## src/core/adcseq_consts.svh

```systemverilog
/*
  Offsets, field positions, reset values and codes of the converter
  sequencer. Assumes a 12-bit APB byte address and 32-bit data.
*/
// Overview of operation
// - Stop-on-first-interrupt set: halt at first interrupt, hardware clears auto start.
// - Stop-on-first-interrupt clear: with auto start set, sequences keep running, overwriting old results.
// - Bit 3 of the control register always reads zero.
// - Auto start set: sampling restarts itself right after a conversion ends.
// - Auto start clear: only a software write of one starts sampling.
// - Sample enable reads one while acquiring, zero while holding.
// - Manual trigger source: writing zero to sample enable starts conversion.
// - Nonzero trigger source: hardware ends sampling and starts conversion.
// - Done flag set by hardware when a conversion ends; zero otherwise.
// - Clearing done never disturbs sampling or conversion under way.
// - Hardware clears done when each new conversion starts.
`ifndef ADCSEQ_CONSTS_SVH
`define ADCSEQ_CONSTS_SVH
`define ADCSEQ_CTRL_OFF 12'h000
`define ADCSEQ_STAT_OFF 12'h004
`define ADCSEQ_MASK_OFF 12'h008
`define ADCSEQ_SAMPT_OFF 12'h00c
`define ADCSEQ_DONE_BIT 0
`define ADCSEQ_SMPEN_BIT 1
`define ADCSEQ_AUTO_BIT 2
`define ADCSEQ_STOP_BIT 4
`define ADCSEQ_SRC_LSB 5
`define ADCSEQ_SRC_MSB 7
`define ADCSEQ_ON_BIT 15
`define ADCSEQ_SRC_MANUAL 3'h0
`define ADCSEQ_SRC_COUNT 3'h7
`define ADCSEQ_EV_CONV 0
`define ADCSEQ_EV_STOP 1
`define ADCSEQ_SAMPT_RST 8'h0f
`endif

```

## src/core/adcseq_pkg.sv

```systemverilog
/*
  Types of the converter sequencer.
  Assumes nothing of its surroundings.
*/
package adcseq_pkg;
  // Sequencer states, Gray coded along idle, sample, convert
  typedef enum logic [1:0] {
    ST_IDLE = 2'b00,
    ST_SAMPLE = 2'b01,
    ST_CONVERT = 2'b11
  } adcseq_state_e;
endpackage : adcseq_pkg

```

## src/core/adcseq_if.sv

```systemverilog
/*
  Register access carrier between the APB slave and the sequencer.
  Assumes both ends run on the same clock.
*/
`timescale 1ns/1ps
`default_nettype none
interface adcseq_if;
  logic wr;
  logic [11:0] addr;
  logic [31:0] wdata;
  logic [31:0] rdata;
  logic err;
  modport bus (output wr, addr, wdata, input rdata, err);
  modport core (input wr, addr, wdata, output rdata, err);
endinterface : adcseq_if
`default_nettype wire

```

## src/core/adcseq_apb.sv

```systemverilog
/*
  APB slave front end: one access cycle, registered answer.
  Assumes the register side decodes reads combinationally.
*/
`timescale 1ns/1ps
`default_nettype none
module adcseq_apb (
  input wire logic clock_i,
  input wire logic resetn_i,
  input wire logic psel_i,
  input wire logic penable_i,
  input wire logic pwrite_i,
  input wire logic [11:0] paddr_i,
  input wire logic [31:0] pwdata_i,
  output logic pready_o,
  output logic [31:0] prdata_o,
  output logic pslverr_o,
  adcseq_if.bus regs
);
  logic setup;

  // Setup phase detect; answer comes in the first access cycle
  assign setup = psel_i & ~penable_i;
  assign regs.addr = paddr_i;
  assign regs.wdata = pwdata_i;
  assign regs.wr = psel_i & penable_i & pwrite_i & pready_o;

  // Answer registers, loaded during setup
  always_ff @(posedge clock_i or negedge resetn_i) begin
    if (!resetn_i) begin
      pready_o <= 1'b0;
      prdata_o <= 32'h0;
      pslverr_o <= 1'b0;
    end else begin
      pready_o <= setup;
      pslverr_o <= setup & regs.err;
      if (setup) begin
        prdata_o <= pwrite_i ? 32'h0 : regs.rdata;
      end
    end
  end
endmodule : adcseq_apb
`default_nettype wire

```

## src/core/adcseq_cnt.sv

```systemverilog
/*
  Down counter for the sample time.
  Assumes load is a single-cycle pulse.
*/
`timescale 1ns/1ps
`default_nettype none
module adcseq_cnt #(
  parameter int W = 8
) (
  input wire logic clock_i,
  input wire logic resetn_i,
  input wire logic load_i,
  input wire logic [W-1:0] value_i,
  output logic expired_o
);
  logic [W-1:0] cnt_q;

  // Load, then count down to zero and stay there
  always_ff @(posedge clock_i or negedge resetn_i) begin
    if (!resetn_i) begin
      cnt_q <= '0;
    end else if (load_i) begin
      cnt_q <= value_i;
    end else if (cnt_q != '0) begin
      cnt_q <= cnt_q - 1'b1;
    end
  end

  assign expired_o = (cnt_q == '0);
endmodule : adcseq_cnt
`default_nettype wire

```

## src/core/adcseq_top.sv

```systemverilog
/*
  Sample-then-convert sequencer of an analog-to-digital converter,
  with its control, status, mask and sample-time registers on APB.
  Assumes an external converter core that takes a start pulse and
  answers with a done level or pulse, and a hardware trigger pin,
  both asynchronous to clock_i.
*/
`timescale 1ns/1ps
`default_nettype none
`include "adcseq_consts.svh"
module adcseq_top (
  input wire logic clock_i,
  input wire logic resetn_i,
  input wire logic psel_i,
  input wire logic penable_i,
  input wire logic pwrite_i,
  input wire logic [11:0] paddr_i,
  input wire logic [31:0] pwdata_i,
  output logic pready_o,
  output logic [31:0] prdata_o,
  output logic pslverr_o,
  input wire logic trig_i,
  input wire logic conv_done_i,
  output logic sample_o,
  output logic conv_start_o,
  output logic irq_o
);

  // ---------------------------------------------------------------
  // Declarations
  // ---------------------------------------------------------------

  adcseq_if regs ();

  adcseq_pkg::adcseq_state_e state_q;
  adcseq_pkg::adcseq_state_e state_d;

  logic on_q;
  logic [2:0] src_q;
  logic stop_q;
  logic auto_q;
  logic done_q;
  logic [1:0] stat_q;
  logic [1:0] stat_d;
  logic [1:0] mask_q;
  logic [7:0] sampt_q;
  logic sample_q;
  logic conv_start_q;
  logic irq_q;

  logic [1:0] trig_sync_q;
  logic trig_old_q;
  logic [1:0] done_sync_q;
  logic done_old_q;

  logic wr_ctrl;
  logic wr_stat;
  logic wr_mask;
  logic wr_sampt;
  logic trig_edge;
  logic conv_fin;
  logic sw_start;
  logic sw_end;
  logic hw_end;
  logic stop_hit;
  logic conv_begin;
  logic sample_enable_begin;
  logic cnt_expired;
  logic [1:0] events;

  // ---------------------------------------------------------------
  // Bus slave and sample timer
  // ---------------------------------------------------------------

  // APB front end, answers in the first access cycle
  adcseq_apb u_apb (
    .clock_i(clock_i),
    .resetn_i(resetn_i),
    .psel_i(psel_i),
    .penable_i(penable_i),
    .pwrite_i(pwrite_i),
    .paddr_i(paddr_i),
    .pwdata_i(pwdata_i),
    .pready_o(pready_o),
    .prdata_o(prdata_o),
    .pslverr_o(pslverr_o),
    .regs(regs.bus)
  );

  // Sample time counter for the counted trigger source
  adcseq_cnt #(
    .W(8)
  ) u_cnt (
    .clock_i(clock_i),
    .resetn_i(resetn_i),
    .load_i(sample_enable_begin),
    .value_i(sampt_q),
    .expired_o(cnt_expired)
  );

  // ---------------------------------------------------------------
  // Input synchronisers
  // ---------------------------------------------------------------

  // Two sync flops and one delay flop per pin; edge detect reads the second stage and the delay flop
  always_ff @(posedge clock_i or negedge resetn_i) begin
    if (!resetn_i) begin
      trig_sync_q <= 2'h0;
      trig_old_q <= 1'b0;
      done_sync_q <= 2'h0;
      done_old_q <= 1'b0;
    end else begin
      trig_sync_q <= {trig_sync_q[0], trig_i};
      trig_old_q <= trig_sync_q[1];
      done_sync_q <= {done_sync_q[0], conv_done_i};
      done_old_q <= done_sync_q[1];
    end
  end

  assign trig_edge = trig_sync_q[1] & ~trig_old_q;

  // ---------------------------------------------------------------
  // Register decode
  // ---------------------------------------------------------------

  // Write strobes, valid only at the accepting access edge
  assign wr_ctrl = regs.wr && (regs.addr == `ADCSEQ_CTRL_OFF);
  assign wr_stat = regs.wr && (regs.addr == `ADCSEQ_STAT_OFF);
  assign wr_mask = regs.wr && (regs.addr == `ADCSEQ_MASK_OFF);
  assign wr_sampt = regs.wr && (regs.addr == `ADCSEQ_SAMPT_OFF);

  // Read mux; unmapped offsets read zero and flag an error
  always_comb begin
    regs.rdata = 32'h0;
    regs.err = 1'b0;
    case (regs.addr)
      `ADCSEQ_CTRL_OFF: begin
        regs.rdata[`ADCSEQ_ON_BIT] = on_q;
        regs.rdata[`ADCSEQ_SRC_MSB:`ADCSEQ_SRC_LSB] = src_q;
        regs.rdata[`ADCSEQ_STOP_BIT] = stop_q;
        // Bit 3 is left at zero
        regs.rdata[`ADCSEQ_AUTO_BIT] = auto_q;
        // Sample enable mirrors the acquire phase
        regs.rdata[`ADCSEQ_SMPEN_BIT] = (state_q ==
                                         adcseq_pkg::ST_SAMPLE);
        regs.rdata[`ADCSEQ_DONE_BIT] = done_q;
      end
      `ADCSEQ_STAT_OFF: begin
        regs.rdata[1:0] = stat_q;
      end
      `ADCSEQ_MASK_OFF: begin
        regs.rdata[1:0] = mask_q;
      end
      `ADCSEQ_SAMPT_OFF: begin
        regs.rdata[7:0] = sampt_q;
      end
      default: begin
        regs.err = 1'b1;
      end
    endcase
  end

  // ---------------------------------------------------------------
  // Sequence events
  // ---------------------------------------------------------------

  // Software start only counts while auto start is off
  assign sw_start = wr_ctrl & regs.wdata[`ADCSEQ_SMPEN_BIT] & ~auto_q;

  // Writing zero to sample enable ends sampling, manual source
  assign sw_end = wr_ctrl & ~regs.wdata[`ADCSEQ_SMPEN_BIT] &
                  (src_q == `ADCSEQ_SRC_MANUAL);

  // Any other source ends sampling by hardware
  always_comb begin
    if (src_q == `ADCSEQ_SRC_MANUAL) begin
      hw_end = 1'b0;
    end else if (src_q == `ADCSEQ_SRC_COUNT) begin
      hw_end = cnt_expired;
    end else begin
      hw_end = trig_edge;
    end
  end

  // Converter answer ends the conversion
  assign conv_fin = (state_q == adcseq_pkg::ST_CONVERT) &
                    done_sync_q[1] & ~done_old_q;

  // First interrupt with stop selected halts the sequence
  assign stop_hit = conv_fin & stop_q;

  assign conv_begin = (state_d == adcseq_pkg::ST_CONVERT) &&
                      (state_q != adcseq_pkg::ST_CONVERT);
  assign sample_enable_begin = (state_d == adcseq_pkg::ST_SAMPLE) &&
                      (state_q != adcseq_pkg::ST_SAMPLE);

  // ---------------------------------------------------------------
  // Sequencer state machine
  // ---------------------------------------------------------------

  // Next state; disabling the module returns it to idle
  always_comb begin
    state_d = state_q;
    case (state_q)
      adcseq_pkg::ST_IDLE: begin
        if (on_q && (auto_q || sw_start)) begin
          state_d = adcseq_pkg::ST_SAMPLE;
        end
      end
      adcseq_pkg::ST_SAMPLE: begin
        if (!on_q) begin
          state_d = adcseq_pkg::ST_IDLE;
        end else if (sw_end || hw_end) begin
          state_d = adcseq_pkg::ST_CONVERT;
        end
      end
      adcseq_pkg::ST_CONVERT: begin
        if (!on_q) begin
          state_d = adcseq_pkg::ST_IDLE;
        end else if (conv_fin) begin
          if (stop_q) begin
            state_d = adcseq_pkg::ST_IDLE;
          end else if (auto_q) begin
            // Next sequence runs on, overwriting old results
            state_d = adcseq_pkg::ST_SAMPLE;
          end else begin
            state_d = adcseq_pkg::ST_IDLE;
          end
        end
      end
      default: begin
        state_d = adcseq_pkg::ST_IDLE;
      end
    endcase
  end

  // State register
  always_ff @(posedge clock_i or negedge resetn_i) begin
    if (!resetn_i) begin
      state_q <= adcseq_pkg::ST_IDLE;
    end else begin
      state_q <= state_d;
    end
  end

  // ---------------------------------------------------------------
  // Control register
  // ---------------------------------------------------------------

  // Enable, trigger source and stop selection
  always_ff @(posedge clock_i or negedge resetn_i) begin
    if (!resetn_i) begin
      on_q <= 1'b0;
      src_q <= `ADCSEQ_SRC_MANUAL;
      stop_q <= 1'b0;
    end else if (wr_ctrl) begin
      on_q <= regs.wdata[`ADCSEQ_ON_BIT];
      src_q <= regs.wdata[`ADCSEQ_SRC_MSB:`ADCSEQ_SRC_LSB];
      stop_q <= regs.wdata[`ADCSEQ_STOP_BIT];
    end
  end

  // Auto start; the hardware stop beats a same-cycle write
  always_ff @(posedge clock_i or negedge resetn_i) begin
    if (!resetn_i) begin
      auto_q <= 1'b0;
    end else if (stop_hit) begin
      auto_q <= 1'b0;
    end else if (wr_ctrl) begin
      auto_q <= regs.wdata[`ADCSEQ_AUTO_BIT];
    end
  end

  // Done flag: hardware set wins over software clear
  always_ff @(posedge clock_i or negedge resetn_i) begin
    if (!resetn_i) begin
      done_q <= 1'b0;
    end else if (conv_fin) begin
      done_q <= 1'b1;
    end else if (conv_begin) begin
      done_q <= 1'b0;
    end else if (wr_ctrl && !regs.wdata[`ADCSEQ_DONE_BIT]) begin
      // Only the flag changes; the sequence goes on
      done_q <= 1'b0;
    end
  end

  // Sample time for the counted trigger source
  always_ff @(posedge clock_i or negedge resetn_i) begin
    if (!resetn_i) begin
      sampt_q <= `ADCSEQ_SAMPT_RST;
    end else if (wr_sampt) begin
      sampt_q <= regs.wdata[7:0];
    end
  end

  // ---------------------------------------------------------------
  // Interrupt status and mask
  // ---------------------------------------------------------------

  // Conversion end and sequence stop events
  always_comb begin
    events = 2'h0;
    events[`ADCSEQ_EV_CONV] = conv_fin;
    events[`ADCSEQ_EV_STOP] = stop_hit;
  end

  // Write one to clear; a new event wins over the clear
  always_comb begin
    stat_d = stat_q;
    if (wr_stat) begin
      stat_d = stat_q & ~regs.wdata[1:0];
    end
    stat_d = stat_d | events;
  end

  // Sticky status register
  always_ff @(posedge clock_i or negedge resetn_i) begin
    if (!resetn_i) begin
      stat_q <= 2'h0;
    end else begin
      stat_q <= stat_d;
    end
  end

  // Mask register, one enables the event onto the interrupt
  always_ff @(posedge clock_i or negedge resetn_i) begin
    if (!resetn_i) begin
      mask_q <= 2'h0;
    end else if (wr_mask) begin
      mask_q <= regs.wdata[1:0];
    end
  end

  // ---------------------------------------------------------------
  // Outputs
  // ---------------------------------------------------------------

  // Sample-and-hold control and converter start pulse
  always_ff @(posedge clock_i or negedge resetn_i) begin
    if (!resetn_i) begin
      sample_q <= 1'b0;
      conv_start_q <= 1'b0;
    end else begin
      sample_q <= (state_d == adcseq_pkg::ST_SAMPLE);
      conv_start_q <= conv_begin;
    end
  end

  // Level interrupt, high while an unmasked status bit is set
  always_ff @(posedge clock_i or negedge resetn_i) begin
    if (!resetn_i) begin
      irq_q <= 1'b0;
    end else begin
      irq_q <= |(stat_d & mask_q);
    end
  end

  assign sample_o = sample_q;
  assign conv_start_o = conv_start_q;
  assign irq_o = irq_q;

endmodule : adcseq_top
`default_nettype wire

```

## config.mk

```make
export PLATFORM = sky130hd
export DESIGN_NAME = adcseq_top
export DESIGN_NICKNAME = d
export VERILOG_FILES = /design/src/core/adcseq_pkg.sv /design/src/core/adcseq_if.sv /design/src/core/adcseq_apb.sv /design/src/core/adcseq_cnt.sv /design/src/core/adcseq_top.sv
export VERILOG_INCLUDE_DIRS = /design/src /design/src/core
export SDC_FILE = /design/constraint.sdc
export NUM_CORES = 1
export LEC_CHECK = 0
export ABC_AREA = 0
export BUFFER_PORTS_ARGS = -buffer_cell sky130_fd_sc_hd__buf_2
export CAP_MARGIN = 0
export CORE_ASPECT_RATIO = 1.1
export CORE_UTILIZATION = 30
export DETAILED_ROUTE_END_ITERATION = 16
export GPL_TIMING_DRIVEN = 0
export SETUP_SLACK_MARGIN = 0.05
export SLEW_MARGIN = 15
export SYNTH_ARGS = -nofsm -noshare
export SYNTH_HDL_FRONTEND = slang
export SYNTH_HIERARCHICAL = 1
export SYNTH_SLANG_ARGS = --single-unit
```

## constraint.sdc

```tcl
create_clock -name clock_i -period 3.6 [get_ports clock_i]
set_clock_uncertainty 0.05 [all_clocks]
set_input_delay 0.72 -clock clock_i [delete_from_list [all_inputs] [get_ports clock_i]]
set_output_delay 0.72 -clock clock_i [all_outputs]
set_load 0.01 [all_outputs]
```

==> results summary <==
The flow ran to the end, and the final reports show no timing, DRC or antenna violations. The die is 118 microns tall. The count of maximum capacitance violations came out at 0.

The number of global-route vias before repair was 2542. The startpoint kind of the worst setup timing path is a register. The routed wire length per instance is 14.3 microns.

Once the clock tree was built, the resizer swapped 0 gates to a different size. The largest stage delay on the critical path came out at 0.68 ns. The number of setup buffers added after CTS is 0. STA classifies the critical path endpoint as a register. The path depth of the worst reg2reg path is 13. The endpoint of the worst register-to-register path is u_cnt/cnt_q[4].

The number of diodes added for antenna fixing came out at 0. The clock reaches the later pin of the worst-skew pair after 0.33 ns. The worst setup slack after placement came out at 0.179 ns.

Setup slack on the worst reg-to-reg path comes out at 0.39 ns. The post-DP HPWL came out at 5620 microns. The post-synthesis instance area is 3690 sq um. The TritonCTS clock tree is built. The number of buffers on the longest clock path came out at 2. The remaining antenna violation count is 0. Setup total negative slack on the finished layout was measured at 0 ns. In this run, post-CTS hold repair placed 0 buffers.

The area of the core region came out at 12000 sq um. The worst-case setup margin in the final layout is 0.392 ns. By startpoint and endpoint, the worst setup path is classified as register to register.

The wire length of the first global-routing pass came out at 13200 microns. Of the available clock period, the critical path in the final layout requires 89.1%. For the pin with the worst max-slew slack, the measured transition is 0.731 ns. The global routing usage summed across all routing layers is 13.5%. The via count came out at 2435. The buffer type at the clock tree root is clkbuf_16. The final critical path time including I/O delays and setup is 3.21 ns. The cell area power density is 433 nW/um^2. The first-pass iteration count of the detailed router came out at 5.

The initial antenna violation count came out at 0. Setup violations remaining at the end of the flow were counted as 0. The slowest stage cell on the critical path is nor4_1.

The ratio of cells with drive above 1 in the final layout came out at 40.3%. The number of design-rule violations left by the first detailed-router iteration came out at 75. The peak fanout along the critical path came out at 10. Dividing the detail-routed via count by the number of cells gives 4.54.

The maximum number of pins on one net before global-route repair is 49. The peak ir drop on the vdd network is 0.000234 V. The signed area change from the synthesized netlist to the final layout came out at 22.2%. The number of cells produced by synthesis came out at 300. Setup repair after global routing left no endpoint under its margin. For this run, the top clock speed supported by timing is 0.312 GHz. The mean instance size in the synthesized netlist is 12.3 sq um. The floorplan step defined a die boundary enclosing 12700 sq um. The width of the die came out at 108 microns. The clock-pin transition on the worst setup and hold timing paths is 0.06 ns.

CTS saw 72 sinks. The number of core rows came out at 42. The total of warnings raised by yosys came out at 6.

The last weighted congestion value of the routability-driven placer is 0.749. The top cell types in the final layout, fill and taps aside, are 68 x dfrtp_1, 45 x buf_2, 36 x nor2b_1, 28 x mux2_4, 23 x conb_1. The worst hold path belongs to the class input port to asynchronous set/reset pin. The final layout contains routed wiring with a total length of 7640 microns. The arrival time reported for the critical path endpoint came out at 3.41 ns. The library cell used most frequently in the layout, excluding fill and tap cells, is dfrtp_1. The number of hold violations in the final report is 0. The total overflow left after global routing is 0.

Walking the worst path, the cells encountered are inv_1, ha_1, or3b_1, clkbuf_2, nor2_1, nand4b_1, nand3_1, nor3_1, o21bai_1, nor4_1, dlygate4sd1_1, a21oi_1, a2bb2oi_1. 88 I/O pins were placed. The count of input and output buffers is 43. Data on the critical path is required at its endpoint by 3.80 ns. The initial core utilization is 30.7%. The max-slew violation total from the final report came out at 0.

Counting the buffers created by CTS gives 9. The deepest level of the CTS H-tree came out at 3. The net count of the finished layout is 429.

Fill cells in the final layout number 1170. The static power due to leakage is 2.14 nW. Headroom to the max-slew limit came out at 50.8%. The post-route DRC violation count is 0. The reg-to-reg critical path startpoint is u_cnt/cnt_q[0].
[power breakdown]
group          internal (mW)  leakage, nW  switching [mW]
Sequential             0.847        0.921          0.0186
Combinational          0.107         1.07          0.0903
Clock                  0.572        0.150           0.321
[state kept, by name, summed over array words and instances (netlist names), 2 cells and up]
signal	count
done_sync_q	2
state_q	2
sampt_q	8
mask_q	2
u_apb/prdata_o	32
src_q	3
stat_q	2
trig_sync_q	2
u_cnt/cnt_q	8
[worst max-delay path, delay by kind of cell (launching register included)]
family / cells / cell delay, ns
flops: 1 / 0.40
simple gates: 6 / 1.30
fa+ha+maj: 1 / 0.24
compound gates: 3 / 0.44
buf+inv: 3 / 0.69
[area by class of cell]
class / count / area (sq um) / area share (%)
flip-flops and latches: 72 / 1810 / 40.1
clock inverters: 3 / 40.0 / 0.888
repair buffers: 44 / 245 / 5.44
multi-input cells: 213 / 1680 / 37.3
well taps: 154 / 193 / 4.27
plain buffers: 32 / 265 / 5.88
clock buffers: 13 / 260 / 5.77
inverters: 5 / 18.8 / 0.416
[worst max-delay path by stage]
stage,start,to
finish,u_cnt/cnt_q[0],u_cnt/cnt_q[4]
global route,u_cnt/cnt_q[0],u_cnt/cnt_q[4]
CTS,u_cnt/cnt_q[0],u_cnt/cnt_q[4]
detailed placement,paddr_i[2],u_cnt/cnt_q[4]
global placement,paddr_i[2],u_cnt/cnt_q[3]
floorplan,paddr_i[9],u_cnt/cnt_q[4]
[routing by layer]
layer | routed length (microns) | up-vias | GRT usage, %
li1 | - | 1171 | -
met1 | 3500 | 1194 | 17.5
met2 | 3700 | 57 | 20.9
met3 | 312 | 13 | 3.92
met4 | 133 | 0 | 5.39
met5 | 0 | - | 0
[through the flow]
| step | hold WS, ns | total power [mW] | instance area, sq um | cells | utilization (%) |
|---|---|---|---|---|---|
| after floorplan | 0.281 | 1.00 | 3770 | 322 | - |
| after global placement | 0.283 | 1.07 | 4180 | 519 | 34.7 |
| after detailed placement | 0.290 | 1.08 | 4210 | 520 | 35.0 |
| after CTS | 0.247 | 1.98 | 4510 | 536 | 37.5 |
| after global routing | 0.266 | 2.04 | 4510 | 536 | 37.5 |
| final | 0.246 | 1.96 | 4510 | 536 | 37.5 |
No activity file was read; power rests on OpenSTA's default activity.
